## config.mk

```make
export PLATFORM = sky130hd
export DESIGN_NAME = haptic_control_config_regs
export DESIGN_NICKNAME = d
export VERILOG_FILES = /design/src/rtl/haptic_cfg_pkg.sv /design/src/rtl/haptic_control_config_regs.sv
export SDC_FILE = /design/constraint.sdc
export NUM_CORES = 1
export LEC_CHECK = 0
export BUFFER_PORTS_ARGS = -buffer_cell sky130_fd_sc_hd__buf_4
export CORE_UTILIZATION = 40
export CTS_CLUSTER_DIAMETER = 100
export CTS_CLUSTER_SIZE = 20
export DETAILED_ROUTE_END_ITERATION = 6
export HOLD_SLACK_MARGIN = 0.06
export PLACE_DENSITY_LB_ADDON = 0.2
export SLEW_MARGIN = 20
export SYNTH_ARGS = -nofsm -noshare
export SYNTH_HDL_FRONTEND = slang
export SYNTH_SLANG_ARGS = --single-unit
```

## constraint.sdc

```tcl
create_clock -name clk -period 8.6 [get_ports clk]
set_clock_uncertainty 0.05 [all_clocks]
set_input_delay 0.86 -clock clk [delete_from_list [all_inputs] [get_ports clk]]
set_output_delay 0.86 -clock clk [all_outputs]
set_load 0.01 [all_outputs]
```

## src/rtl/haptic_cfg_pkg.sv

```systemverilog
/*
  Constants, field positions and carrier types for the haptic control and
  configuration register pair. Assumes an I2C slave front end on the same
  clock that turns bus transactions into byte register accesses.
*/
package haptic_cfg_pkg;

  localparam logic [7:0] CONTROL_ONE_OFFSET = 8'h07;
  localparam logic [7:0] CONTROL_TWO_OFFSET = 8'h08;

  localparam logic [7:0] CONTROL_ONE_RESET  = 8'h44;
  localparam logic [7:0] CONTROL_TWO_RESET  = 8'h88;

  // control_one field positions
  localparam int GROUP_CALL_BIT   = 7;
  localparam int AVG_DISABLE_BIT  = 6;
  localparam int COMP_SEL_LSB     = 4;
  localparam int PIN_FUNC_LSB     = 2;
  localparam int MODE_LSB         = 0;
  // control_two field positions
  localparam int ACTUATOR_BIT     = 7;
  localparam int LOOP_BIT         = 6;

  localparam logic [6:0] GROUP_CALL_ADDR  = 7'h58;
  localparam int         AVG_DEPTH        = 4;

  localparam logic [1:0] PIN_PULSE_TRIG   = 2'h0;
  localparam logic [1:0] PIN_LEVEL_ENABLE = 2'h1;
  localparam logic [1:0] PIN_IRQ_OUT      = 2'h2;

  localparam logic [1:0] MODE_REALTIME    = 2'h0;
  localparam logic [1:0] MODE_SEQUENCER   = 2'h1;
  localparam logic [1:0] MODE_DIAG        = 2'h2;
  localparam logic [1:0] MODE_AUTOCAL     = 2'h3;

  // compensation in percent per select code
  localparam logic [2:0] COMP_PCT_0       = 3'h0;
  localparam logic [2:0] COMP_PCT_1       = 3'h2;
  localparam logic [2:0] COMP_PCT_2       = 3'h4;
  localparam logic [2:0] COMP_PCT_3       = 3'h5;

  typedef struct packed {
    logic [7:0] addr;
    logic       wr;
    logic       rd;
    logic [7:0] wdata;
  } reg_req_type;

  typedef struct packed {
    logic [7:0] ctrl1;
    logic [7:0] ctrl2;
    logic [7:0] rdata;
    logic       rvalid;
    logic       pin_s1;
    logic       pin_s2;
    logic       pin_prev;
    logic [3:0][9:0] hist;
    logic [9:0] period;
    logic       start;
    logic       cancel;
    logic       standby;
  } state_type;

endpackage

```

## src/rtl/haptic_control_config_regs.sv

```systemverilog
/*
  Control and configuration registers of a closed-loop haptic driver with
  trigger pin decode, resonance period averaging and standby forcing.
  Assumes the I2C slave and the playback engine run on clk; the trigger
  pin arrives asynchronously and is synchronised here.
*/
`timescale 1ns/1ps
module haptic_control_config_regs #(
  parameter logic [6:0] OWN_ADDR = 7'h2A  // arbitrary slave address
) (
  input  wire logic                        clk,
  input  wire logic                        resetn,
  input  wire haptic_cfg_pkg::reg_req_type reg_req,
  output logic [7:0]                       reg_rdata,
  output logic                             reg_rvalid,
  input  wire logic [6:0]                  bus_addr,
  input  wire logic                        bus_addr_valid,
  output logic                             bus_addr_match,
  input  wire logic [9:0]                  period_in,
  input  wire logic                        period_in_valid,
  output logic [9:0]                       resonance_period,
  output logic [2:0]                       supply_comp_percent,
  input  wire logic                        trigger_pin_in,
  output logic                             trigger_pin_out,
  output logic                             trigger_pin_oe,
  input  wire logic                        launch_write,
  input  wire logic                        launch_value,
  input  wire logic                        process_busy,
  input  wire logic                        process_irq,
  output logic                             process_start,
  output logic                             process_cancel,
  output logic                             force_standby,
  output logic [1:0]                       op_mode,
  output logic                             actuator_type,
  output logic                             open_loop
);

  // a colliding own address would make the group call gate meaningless
  if (OWN_ADDR == haptic_cfg_pkg::GROUP_CALL_ADDR) begin
    $error("own address must differ from the group call address");
  end

  haptic_cfg_pkg::state_type s_q;
  haptic_cfg_pkg::state_type s_d;

  logic [1:0]  pin_func;
  logic [1:0]  new_func;
  logic [1:0]  new_mode;
  logic        wr_one;
  logic        wr_two;
  logic        pin_rise;
  logic        pin_fall;
  logic [11:0] sum;

  assign pin_func = s_q.ctrl1[haptic_cfg_pkg::PIN_FUNC_LSB +: 2];
  assign wr_one   = reg_req.wr &&
                    reg_req.addr == haptic_cfg_pkg::CONTROL_ONE_OFFSET;
  assign wr_two   = reg_req.wr &&
                    reg_req.addr == haptic_cfg_pkg::CONTROL_TWO_OFFSET;
  assign new_func = reg_req.wdata[haptic_cfg_pkg::PIN_FUNC_LSB +: 2];
  assign new_mode = reg_req.wdata[haptic_cfg_pkg::MODE_LSB +: 2];
  assign pin_rise = s_q.pin_s2 && !s_q.pin_prev;
  assign pin_fall = !s_q.pin_s2 && s_q.pin_prev;

  always_comb begin
    s_d         = s_q;
    s_d.start   = 1'b0;
    s_d.cancel  = 1'b0;
    s_d.standby = 1'b0;
    s_d.rvalid  = 1'b0;
    sum         = 12'h000;
    // only pin_s2 looks at the first stage
    s_d.pin_s1   = trigger_pin_in;
    s_d.pin_s2   = s_q.pin_s1;
    s_d.pin_prev = s_q.pin_s2;

    if (wr_one) begin
      s_d.ctrl1 = reg_req.wdata;
    end
    if (wr_two) begin
      s_d.ctrl2 = reg_req.wdata;
    end
    if (reg_req.rd) begin
      s_d.rvalid = 1'b1;
      unique case (reg_req.addr)
        haptic_cfg_pkg::CONTROL_ONE_OFFSET: s_d.rdata = s_q.ctrl1;
        haptic_cfg_pkg::CONTROL_TWO_OFFSET: s_d.rdata = s_q.ctrl2;
        default:                            s_d.rdata = 8'h00;
      endcase
    end

    if (wr_one && process_busy &&
        (new_func != pin_func || new_mode != op_mode)) begin
      s_d.standby = 1'b1;
    end else begin
      unique case (pin_func)
        haptic_cfg_pkg::PIN_PULSE_TRIG: begin
          if (pin_rise) begin
            s_d.start  = !process_busy;
            s_d.cancel = process_busy;
          end else if (launch_write) begin
            s_d.start  = launch_value && !process_busy;
            s_d.cancel = !launch_value && process_busy;
          end
        end
        haptic_cfg_pkg::PIN_LEVEL_ENABLE: begin
          s_d.start  = pin_rise && !process_busy;
          s_d.cancel = pin_fall && process_busy;
        end
        haptic_cfg_pkg::PIN_IRQ_OUT: begin
          if (launch_write) begin
            s_d.start  = launch_value && !process_busy;
            s_d.cancel = !launch_value && process_busy;
          end
        end
        default: begin
          s_d.start  = 1'b0;
          s_d.cancel = 1'b0;
        end
      endcase
    end

    if (period_in_valid) begin
      s_d.hist = {s_q.hist[2:0], period_in};
    end
    for (int i = 0; i < haptic_cfg_pkg::AVG_DEPTH; i++) begin
      sum = sum + {2'h0, s_d.hist[i]};
    end
    if (s_q.ctrl1[haptic_cfg_pkg::AVG_DISABLE_BIT]) begin
      s_d.period = s_d.hist[0];
    end else begin
      s_d.period = sum[11:2];
    end
  end

  always_ff @(posedge clk or negedge resetn) begin
    if (!resetn) begin
      s_q          <= '0;
      s_q.ctrl1    <= haptic_cfg_pkg::CONTROL_ONE_RESET;
      s_q.ctrl2    <= haptic_cfg_pkg::CONTROL_TWO_RESET;
    end else begin
      s_q <= s_d;
    end
  end

  assign bus_addr_match = bus_addr_valid &&
    (bus_addr == OWN_ADDR ||
     (bus_addr == haptic_cfg_pkg::GROUP_CALL_ADDR &&
      s_q.ctrl1[haptic_cfg_pkg::GROUP_CALL_BIT]));

  always_comb begin
    unique case (s_q.ctrl1[haptic_cfg_pkg::COMP_SEL_LSB +: 2])
      2'h0:    supply_comp_percent = haptic_cfg_pkg::COMP_PCT_0;
      2'h1:    supply_comp_percent = haptic_cfg_pkg::COMP_PCT_1;
      2'h2:    supply_comp_percent = haptic_cfg_pkg::COMP_PCT_2;
      default: supply_comp_percent = haptic_cfg_pkg::COMP_PCT_3;
    endcase
  end

  assign trigger_pin_out  = 1'b0;
  assign trigger_pin_oe   = pin_func == haptic_cfg_pkg::PIN_IRQ_OUT &&
                            process_irq;

  assign op_mode          = s_q.ctrl1[haptic_cfg_pkg::MODE_LSB +: 2];
  assign actuator_type    = s_q.ctrl2[haptic_cfg_pkg::ACTUATOR_BIT];
  // loop select, 1 is open loop
  assign open_loop        = s_q.ctrl2[haptic_cfg_pkg::LOOP_BIT];

  assign reg_rdata        = s_q.rdata;
  assign reg_rvalid       = s_q.rvalid;
  assign resonance_period = s_q.period;
  assign process_start    = s_q.start;
  assign process_cancel   = s_q.cancel;
  assign force_standby    = s_q.standby;

  group_call_gate_a: assert property (
    @(posedge clk) disable iff (!resetn)
    bus_addr_valid && bus_addr == haptic_cfg_pkg::GROUP_CALL_ADDR &&
    !s_q.ctrl1[haptic_cfg_pkg::GROUP_CALL_BIT] |-> !bus_addr_match)
    else $error("group call address matched while disabled");

  period_latest_a: assert property (
    @(posedge clk) disable iff (!resetn)
    s_q.ctrl1[haptic_cfg_pkg::AVG_DISABLE_BIT] && period_in_valid &&
    !wr_one |=> resonance_period == $past(period_in))
    else $error("latest period not reported");

  comp_code_a: assert property (
    @(posedge clk) disable iff (!resetn)
    s_q.ctrl1[5:4] == 2'h3 |-> supply_comp_percent == 3'h5)
    else $error("compensation code 3 not five percent");

  pulse_trig_a: assert property (
    @(posedge clk) disable iff (!resetn)
    pin_func == haptic_cfg_pkg::PIN_PULSE_TRIG && pin_rise &&
    !process_busy && !wr_one |=> process_start)
    else $error("pulse trigger did not start");

  level_no_launch_a: assert property (
    @(posedge clk) disable iff (!resetn)
    pin_func == haptic_cfg_pkg::PIN_LEVEL_ENABLE && !pin_rise &&
    !pin_fall |=> !process_start && !process_cancel)
    else $error("launch bit acted in level mode");

  irq_pin_a: assert property (
    @(posedge clk) disable iff (!resetn)
    trigger_pin_oe |-> pin_func == haptic_cfg_pkg::PIN_IRQ_OUT &&
    process_irq && !trigger_pin_out)
    else $error("pin driven outside interrupt mode");

  func_abort_a: assert property (
    @(posedge clk) disable iff (!resetn)
    wr_one && process_busy && new_func != pin_func
    |=> force_standby && !process_start)
    else $error("pin function change did not abort");

  mode_abort_a: assert property (
    @(posedge clk) disable iff (!resetn)
    wr_one && process_busy && new_mode != op_mode
    |=> force_standby && op_mode == $past(new_mode))
    else $error("mode change did not abort");

  read_back_a: assert property (
    @(posedge clk) disable iff (!resetn)
    wr_two ##1 !reg_req.wr ##1
    reg_req.rd && reg_req.addr == haptic_cfg_pkg::CONTROL_TWO_OFFSET &&
    !wr_two |=> reg_rvalid && reg_rdata == $past(reg_req.wdata, 3))
    else $error("read back mismatch");

  loop_bit_a: assert property (
    @(posedge clk) disable iff (!resetn)
    wr_two |=> open_loop == $past(reg_req.wdata[6]) &&
    actuator_type == $past(reg_req.wdata[7]))
    else $error("loop or actuator bit not taken");

endmodule

```

# After elaboration in Yosys (flattened, before gate mapping)
# Cells that the tools add are included.
# op_classes
n_eq_ne	10
n_reduce_logical	21
add_sub_neg	3
n_mux	10
# op_table
operator	n
40-bit two-way mux	1
8-bit case mux with 2 select lines	1
1-bit logical AND	13
11-bit by 10-bit adder with 12-bit output	1
12-bit by 10-bit adder with 12-bit output	1
10-bit by 10-bit adder with 11-bit output	1
10-bit two-way mux	1
3-bit case mux with 3 select lines	1
8-bit by 3-bit == test with 1-bit output (second input constant)	1
8-bit by 4-bit == test with 1-bit output (second input constant)	1
7-bit by 6-bit == test with 1-bit output (second input constant)	1
7-bit == test (second input constant)	1
2-bit two-way mux	3
2-bit case mux with 3 select lines	1
2-bit by 1-bit == test with 1-bit output (second input constant)	2
2-bit == test (second input constant)	2
1-bit zero test	4
2-bit zero test	2
2-bit != test	2
1-bit logical OR	2
1-bit two-way mux	2
# totals
inputBits	44
ff_bits	81
output_inout_bits	32
elab_cells	59

# Depth between registers and ports, before layout
# Gate-level depths: netlist of the first run.
# depth
ltp_word	6
ltp_mapped	13
depth_no_buf	11

# Worst setup path after synthesis of the first run
# OpenSTA, ideal clock, no wires.
# synth_path
path_kind	in2reg
from	in period_in_valid
to	reg s_q, in the netlist resonance_period[7]
slack_ns	4.377
required_ns	8.455
path_stages	13
arrival_ns	4.077
path_cell_list	buf_6 > buf_2 > buf_4 > mux2i_1 > fa_1 > fa_1 > or3_1 > fa_1 > nand2b_1 > a21oi_1 > nor2b_1 > o211a_1 > o31ai_1
# synth_rtl
item	line_no	text
start: declaration	haptic_control_config_regs.sv:20	input wire logic period_in_valid,
end: declaration	haptic_control_config_regs.sv:43	haptic_cfg_pkg::state_type s_q;

==> results.toml, run 1 <==
[synth]
synth_area_leader_cell = "dfrtp_1"
ys_seq_area_frac = 0.466
synthTopCellsByCount = "77 x dfrtp_1, 58 x inv_1, 35 x mux2i_1"
synth_cell_types = 49
synthMostInstantiatedCell = "dfrtp_1"
synth_top_area_frac = 0.442
syn_nets = 448
yosys_warnings = 0
ys.flop_type = "dfrtp_1"
synth.area.top_cells = "dfrtp_1 44%, fa_1 9.2%, mux2i_1 8.0%"
async_flop_share = 1.00
synth-edff-count = 0
ys_ff_latch = 81
syn_inst = 375
synth.avg_cell_area_um2 = 11.6
synth_area_um2 = 4360

[finish]
utilization = 0.482
drive_gt1_frac = 0.294
nFillCells = 1020
n_antenna_cell = 0
syn_to_final_growth_pct = 15.6
fin_nets = 500

[worst_setup_path]
slowest_delay_ns = 0.50
crit_slowest_cell = "buf_4"
worstPathCellList = "buf_4 -> mux2i_1 -> fa_1 -> fa_1 -> or3_1 -> fa_1 -> nand2b_1 -> a21oi_1 -> nor2b_1 -> o211a_1 -> o31ai_1"
reg2reg_slack_ns = 5.22
worst_setup_path_start_kind = "input port"
path_class = "in -> reg"
r2r_end = "resonance_period[7]"
critPathArrivalTime_ns = 4.37
path_max_fanout = 40
cpMostUsedCell = "fa_1"
cp-startpoint = "period_in_valid"
cp_data_required_time_ns = 8.81
reg2reg_depth = 10
end_kind = "flip-flop"
reg2reg_from = "s_q[14]"

[power_and_ir_drop]
intPower_w = 0.000881
pwr-share-seq = 0.338
pwr-share-clk = 0.178
comb_power_share = 0.484
swShare = 0.386
max-vdd-ir-drop_mv = 0.152
p_leak_nw = 2.52
p_switching_w = 0.000554
pwr_density_cell_nw_per_um2 = 284

[grt]
grtUsageTotal = 0.152
grt_pass1_vias = 2911
grt_overflow = 0
grt_pass1_wl_um = 13300
grt_antenna_before_repair = 0
grt_max_degree = 82

[timing]
setup_viol = 0
rsz0062_at_grt = "false"
fin_crit_ns = 4.16
hold_violations = 0
fmax_mhz = 241
relSlewSlack = 0.510
worst_pin_slew_ns = 0.735
setup_tns_ns = 0
final.period_utilization = 0.483
slew_viol_final = 0

[drt]
wire_per_inst_um = 13.5
wl_um = 7660
drt_iter0_drc = 73
vias = 2728
dr.pass1.iters = 4
vias_per_cell = 4.80
drtAntennaViolNets = 0
drc = 0

[clock_network]
cts_tree = "done"
cts_resized = 0
cts_setup_buffers = 0
cts.clk_slew.worst_paths_ns = 0.09
clock_tree.root_cell = "clkbuf_8"
cts_buffer_depth = 2
numCtsBuffers = 9
cts_max_level = 3
cts.sinks = 81
clkLatencyLatePin_ns = 0.36
hold_buffers = 0

[place]
dpl.hpwl_um = 5590
gp_congestion = 0.768
port_buffers = 74

[min_path]
hold_end = "s_d[53]"
hold_path_class = "reg -> reg"
worstHoldStart = "s_d[54]"
hold_depth = 0

[floorplan]
fp.dieH_um = 106
core_area_um2 = 10500
pin_count = 76
die_w_um = 106
initial_core_util = 0.417
num_rows = 37
die-area_um2 = 11300

[run]
maxCapViolCount = 0

[run_status]
run_status = "finished, final reports clean"
==> final cells by class <==
| type | count | area (um2) | area share |
|---|---|---|---|
| flip-flops and latches | 81 | 2030 | 0.403 |
| multi-input cells | 203 | 1890 | 0.374 |
| repair buffers | 74 | 559 | 0.111 |
| inverters | 58 | 218 | 0.0432 |
| well taps | 136 | 170 | 0.0337 |
| clock buffers | 9 | 124 | 0.0246 |
| clock inverters | 7 | 53.8 | 0.0107 |
==> sequential cells by signal, summed over array words and instances, names as in the netlist <==
register,count
s_q,51
resonance_period,10
pin_func,2
s_d,2
actuator_type,1
op_mode,2
process_start,1
reg_rvalid,1
process_cancel,1
reg_rdata,8
open_loop,1
force_standby,1
==> routing by layer <==
layer	global-route usage	routed length, um
met1	0.188	3350
met2	0.249	3740
met3	0.0429	432
met4	0.0616	132
met5	0	0
==> cells in the final DEF (no fill, tap or decap), drive strengths merged, types with 3 or more instances in the layout <==
| cell | n |
|---|---|
| mux2i | 36 |
| nor3b | 5 |
| xor2 | 8 |
| buf | 74 |
| inv | 60 |
| nor2 | 16 |
| dfstp | 4 |
| fa | 20 |
| clkbuf | 9 |
| clkinvlp | 3 |
| o21ai | 7 |
| nand2 | 11 |
| nand2b | 4 |
| dfrtp | 77 |
| a22oi | 8 |
| mux2 | 23 |
| ha | 9 |
| nor2b | 3 |
| nand3 | 5 |
| a21oi | 21 |
==> worst max-delay path by stage <==
stage	to	cells past startpoint	slack, ns
after floorplan	resonance_period[7]	13	4.38
after global placement	resonance_period[7]	11	4.18
after detailed placement	resonance_period[7]	11	4.02
after CTS	resonance_period[7]	11	4.41
after global routing	resonance_period[7]	11	4.23
final	resonance_period[7]	11	4.44
==> cells by family after synthesis <==
| family | share of synthesized area |
|---|---|
| compound gates | 0.0665 |
| buf+inv | 0.102 |
| flops | 0.466 |
| other cells | 0.000860 |
| fa+ha+maj | 0.118 |
| mux | 0.145 |
| simple gates | 0.0846 |
| xor+xnor | 0.0181 |
==> stage by stage <==
step / power, W / cell area [um2] / worst slack, ns / cells / hold slack (ns)
6_report: 0.00143 / 5040 / 4.44 / 568 / 0.310
4_1_cts: 0.00146 / 5040 / 4.41 / 568 / 0.314
2_1_floorplan: 0.00104 / 4360 / 4.38 / 375 / 0.281
3_5_place_dp: 0.00120 / 4860 / 4.02 / 552 / 0.293
5_1_grt: 0.00158 / 5040 / 4.23 / 568 / 0.333
3_3_place_gp: 0.00119 / 4860 / 4.18 / 552 / 0.284
==> worst max-delay path, delay by kind of cell <==
kind | cells | cell delay (ns)
fa+ha+maj | 3 | 1.35
mux | 1 | 0.41
compound gates | 3 | 0.56
simple gates | 3 | 0.66
buf+inv | 1 | 0.50
==> power by group through the flow <==
stage                     clock network, W  registers [W]  logic (W)
after floorplan                          0       0.000482   0.000561
after global placement                   0       0.000493   0.000693
after detailed placement                 0       0.000493   0.000706
after CTS                         0.000266       0.000487   0.000711
after global routing              0.000280       0.000493   0.000803
final                             0.000255       0.000485   0.000694
Note: power is estimated with default switching activity, not from simulation.
==> inputs of run 2 (changes only) <==
--- a/config.mk
+++ b/config.mk
@@ -5,6 +5,7 @@
 export SDC_FILE = /design/constraint.sdc
 export NUM_CORES = 1
 export LEC_CHECK = 0
+export ABC_AREA = 1
 export BUFFER_PORTS_ARGS = -buffer_cell sky130_fd_sc_hd__buf_4
 export CORE_UTILIZATION = 40
 export CTS_CLUSTER_DIAMETER = 100
==> constraint.sdc (replaced) <==
create_clock -name clk -period 4 [get_ports clk]
set_clock_uncertainty 0.05 [all_clocks]
set_input_delay 0.4 -clock clk [delete_from_list [all_inputs] [get_ports clk]]
set_output_delay 0.4 -clock clk [all_outputs]
set_load 0.01 [all_outputs]
==> results.toml, run 2 <==
[drt]
wire_per_inst_um = 12.3
drtAntennaViolNets = 0
drc = 0
dr.pass1.iters = 4
wl_um = 8950
drt_iter0_drc = 136
vias = 3351
vias_per_cell = 4.60

[clock_network]
numCtsBuffers = 9
cts_max_level = 3
cts.sinks = 81
clkLatencyLatePin_ns = 0.33
cts_setup_buffers = 0
cts_buffer_depth = 2
cts_resized = 0
clock_tree.root_cell = "clkbuf_16"
hold_buffers = 0
cts_tree = "done"
cts.clk_slew.worst_paths_ns = 0.06

[timing]
slew_viol_final = 0
fin_crit_ns = 3.53
setup_tns_ns = 0
hold_violations = 0
final.period_utilization = 0.882
setup_viol = 0
relSlewSlack = 0.458
fmax_mhz = 283
rsz0062_at_grt = "false"
worst_pin_slew_ns = 0.807
holdWs_ns = 0.0464
fin_ws_ns = 0.470

[worst_setup_path]
crit_path_end = "resonance_period[5]"
reg2reg_from = "s_q[14]"
r2r_end = "resonance_period[5]"
reg2reg_depth = 13
path_class = "in -> reg"
critPathArrivalTime_ns = 3.67
cp-startpoint = "period_in_valid"
path_max_fanout = 42
reg2reg_slack_ns = 0.51
worst_setup_path_start_kind = "input port"
cp_data_required_time_ns = 4.14
end_kind = "flip-flop"

[finish]
stdcell_area_um2 = 5380
utilization = 0.492
final_cell_mix = "124 x nand2_1, 84 x inv_1, 77 x dfrtp_1, 77 x buf_4, 65 x o21ai_0"
nFillCells = 1055
n_antenna_cell = 0
largest_reg_flops = 51
fin_nets = 656
drive_gt1_frac = 0.240
layout_commonest_cell = "nand2_1"
syn_to_final_growth_pct = 18.7
largest_register = "s_q"

[power_and_ir_drop]
max-vdd-ir-drop_mv = 0.304
comb_power_share = 0.350
pwr_density_cell_nw_per_um2 = 504
intPower_w = 0.00179
pwr-share-seq = 0.344
p_switching_w = 0.000922
pwr-share-clk = 0.305
swShare = 0.340
p_leak_nw = 2.74

[grt]
grt_pass1_wl_um = 15400
grtUsageTotal = 0.168
grt_antenna_before_repair = 0
grt_pass1_vias = 3327
grt_max_degree = 82
grt_overflow = 0

[place]
dp_slack_ns = 0.147
dpl.hpwl_um = 6590
port_buffers = 74
gp_congestion = 0.811
placed_area_um2 = 5070

[floorplan]
die_w_um = 108
num_rows = 38
pin_count = 76
initial_core_util = 0.414
core_area_um2 = 10900
fp.dieH_um = 108
die-area_um2 = 11800

[run_status]
run_status = "finished, final reports clean"

[synth]
ys_ff_latch = 81
synthTopCellsByCount = "124 x nand2_1, 84 x inv_1, 77 x dfrtp_1"
yosys_warnings = 0
ys_seq_area_frac = 0.448
syn_inst = 531
synth_top_area_frac = 0.425
syn_nets = 604
synth_area_leader_cell = "dfrtp_1"
synth.area.top_cells = "dfrtp_1 43%, nand2_1 10%, fa_1 8.8%"
synthMostInstantiatedCell = "nand2_1"
async_flop_share = 1.00
ys.flop_type = "dfrtp_1"
synth_cell_types = 26
synth-edff-count = 0
synth.avg_cell_area_um2 = 8.53
synth_area_um2 = 4530

[min_path]
hold_path_class = "in -> async"

[run]
maxCapViolCount = 0
==> run 2: cells by family (layout without fill, tap and decap cells) <==
group | after synthesis | after routing | synth area share
and+or+nand+nor | 217 | 217 | 0.223
buffers and inverters | 121 | 178 | 0.119
DFF | 81 | 81 | 0.448
AOI/OAI and AO/OA | 76 | 76 | 0.0845
adders and majority gates | 29 | 29 | 0.113
xor gates and xnor gates | 6 | 6 | 0.0116
other | 1 | 1 | 0.000828
==> run 2: how the worst min path moves through the flow <==
stage | to | startpoint | slack, ns
detailed placement | s_d[53] | s_d[54] | 0.29
global route | reg_rdata[7] | resetn | 0.11
global placement | s_d[53] | s_d[54] | 0.28
finish | reg_rdata[7] | resetn | 0.05
CTS | s_d[54] | trigger_pin_in | 0.11
floorplan | force_standby | resetn | 0.05
==> run 2: power by group through the flow <==
stage	Clock, W	Sequential, W	Combinational, W
6_report	0.000829	0.000934	0.000951
5_1_grt	0.000884	0.000942	0.00113
4_1_cts	0.000852	0.000934	0.000967
3_5_place_dp	0	0.000947	0.000956
3_3_place_gp	0	0.000948	0.000949
2_1_floorplan	0	0.000932	0.000741
==> run 2: critical path, stage by stage <==
cell,delay [ns]
buf_4,0.11
buf_4,0.24
o21ai_0,0.41
fa_1,0.50
fa_1,0.47
nor2_1,0.19
nand2_1,0.13
fa_1,0.42
o21ai_0,0.39
nand2_1,0.12
nand2_1,0.08
nand2_1,0.04
nand3_1,0.06
o21ai_0,0.09
==> run 2: final cells by class <==
class | count | area, um2 | area share
Inverter | 84 | 315 | 0.0586
Timing Repair Buffer | 78 | 589 | 0.110
Clock buffer | 10 | 239 | 0.0444
Tap cell | 140 | 175 | 0.0326
Multi-Input combinational cell | 329 | 1960 | 0.365
Clock inverter | 6 | 67.6 | 0.0126
Sequential cell | 81 | 2030 | 0.378
==> run 2: layer usage <==
layer  global-route usage  part of all wire  vias to the layer above
met3               0.0325             0.034                        7
met5                    0                 0                        -
met1                0.235              0.48                     1572
li1                     -                 -                     1722
met2                0.267              0.48                       50
met4               0.0405            0.0092                        0
==> run 2: per-stage QoR <==
step                std cells  power [W]
finish                    728    0.00271
floorplan                 531    0.00167
global placement          712    0.00190
detailed placement        712    0.00190
CTS                       728    0.00275
global route              728    0.00296
==> inputs of run 3 (changes only) <==
--- a/config.mk
+++ b/config.mk
@@ -7,7 +7,7 @@
 export LEC_CHECK = 0
 export ABC_AREA = 1
 export BUFFER_PORTS_ARGS = -buffer_cell sky130_fd_sc_hd__buf_4
-export CORE_UTILIZATION = 40
+export CORE_UTILIZATION = 46
 export CTS_CLUSTER_DIAMETER = 100
 export CTS_CLUSTER_SIZE = 20
 export DETAILED_ROUTE_END_ITERATION = 6
==> results.toml, run 3 (synthesized netlist as in run 2, its figures left out) <==
[clock_network]
clock_tree.root_cell = "clkbuf_8"
cts.sinks = 81
numCtsBuffers = 9
clkLatencyLatePin_ns = 0.36
cts.clk_slew.worst_paths_ns = 0.09
cts_buffer_depth = 2
cts_tree = "done"
cts_max_level = 3
hold_buffers = 0
cts_resized = 0
cts_setup_buffers = 0

[finish]
largest_reg_flops = 51
fin_nets = 655
nFillCells = 889
n_antenna_cell = 0
largest_register = "s_q"
syn_to_final_growth_pct = 16.0
drive_gt1_frac = 0.237
layout_commonest_cell = "nand2_1"
final_cell_mix = "124 x nand2_1, 84 x inv_1, 77 x dfrtp_1"
stdcell_area_um2 = 5260

[min_path]
hold_path_class = "in -> async"

[drt]
vias = 3327
drtAntennaViolNets = 0
vias_per_cell = 4.65
dr.pass1.iters = 4
wl_um = 8740
drc = 0
wire_per_inst_um = 12.2
drt_iter0_drc = 89

[power_and_ir_drop]
p_switching_w = 0.000907
pwr_density_cell_nw_per_um2 = 473
intPower_w = 0.00158
pwr-share-seq = 0.375
comb_power_share = 0.385
swShare = 0.365
max-vdd-ir-drop_mv = 0.210
p_leak_nw = 2.70
pwr-share-clk = 0.240

[worst_setup_path]
critPathArrivalTime_ns = 3.67
path_max_fanout = 4
path_class = "reg -> reg"
end_kind = "flip-flop"
reg2reg_depth = 13
worst_setup_path_start_kind = "flip-flop"
cp_data_required_time_ns = 4.18

[timing]
fmax_mhz = 287
fin_crit_ns = 3.49
setup_viol = 0
holdWs_ns = 0.0197
rsz0062_at_grt = "false"
hold_violations = 0
slew_viol_final = 0
setup_tns_ns = 0
worst_pin_slew_ns = 0.795
final.period_utilization = 0.873
relSlewSlack = 0.466

[grt]
grt_pass1_vias = 3237
grt_max_degree = 82
grt_antenna_before_repair = 0
grtUsageTotal = 0.189
grt_overflow = 0
grt_pass1_wl_um = 14900

[place]
placed_area_um2 = 5060
gp_congestion = 0.865
port_buffers = 74
dpl.hpwl_um = 6530

[floorplan]
pin_count = 76
die-area_um2 = 10200
core_area_um2 = 9370
num_rows = 35
die_w_um = 101
fp.dieH_um = 101
initial_core_util = 0.483

[run]
maxCapViolCount = 0

[run_status]
run_status = "finished, final reports clean"
==> run 3: cell count changes in the layout (fill, tap and decap cells not counted), moves of 2 or more <==
| cell | before | now |
|---|---|---|
| clkbuf_8 | 1 | 9 |
| clkbuf_16 | 9 | 0 |
| buf_4 | 77 | 75 |
| clkinv_4 | 2 | 0 |
| inv_6 | 0 | 2 |
==> run 3: power groups by stage <==
stage          Sequential [W]  Combinational, W  Clock (W)
3_3_place_gp         0.000947          0.000941          0
5_1_grt              0.000940           0.00113   0.000649
6_report             0.000932          0.000958   0.000597
2_1_floorplan        0.000932          0.000741          0
4_1_cts              0.000932          0.000964   0.000617
3_5_place_dp         0.000947          0.000957          0
==> run 3: cell type report <==
type	count	area [um2]	area share
Tap cell	129	161	0.0307
Clock inverter	6	65.1	0.0124
Sequential cell	81	2030	0.387
Timing Repair Buffer	77	594	0.113
Multi-Input combinational cell	329	1960	0.373
Clock buffer	10	128	0.0243
Inverter	84	315	0.0600
==> run 3: metal layers <==
| metal | vias up | global-route usage | share of wire |
|---|---|---|---|
| met2 | 50 | 0.289 | 0.45 |
| li1 | 1722 | - | - |
| met5 | - | 0 | 0 |
| met1 | 1543 | 0.271 | 0.49 |
| met4 | 0 | 0.0780 | 0.017 |
| met3 | 12 | 0.0276 | 0.034 |
==> run 3: worst paths after layout <==
path | startpoint | end | slack, ns
min in group clk | trigger_pin_in | s_d[54] | 0.09
setup reg to reg | s_q[14] | resonance_period[5] | 0.51
setup / recovery | s_q[14] | resonance_period[5] | 0.51
hold reg to reg | s_d[54] | s_d[53] | 0.31
max in group asynchronous | resetn | s_q[69] | 3.38
hold / removal | resetn | resonance_period[6] | 0.02
==> run 3: critical path, cell delays in order, from the launching register on <==
cell and delay (ns):
dfrtp_1 0.37, or2_2 0.28, o21ai_0 0.16, fa_1 0.50, fa_1 0.47, nor2_1 0.17, nand2_1 0.12, fa_1 0.41
o21ai_0 0.40, nand2_1 0.14, nand2_1 0.09, nand2_1 0.05, nand3_1 0.06, o21ai_0 0.09
==> run 3: per-stage QoR <==
step                      worst slack (ns)  power, W  std cells   util
after global routing                 0.134   0.00271        716  0.561
final                                0.510   0.00249        716  0.561
after floorplan                      0.482   0.00167        531      -
after global placement               0.285   0.00189        700  0.540
after detailed placement             0.152   0.00190        700  0.540
after CTS                            0.496   0.00251        716  0.560
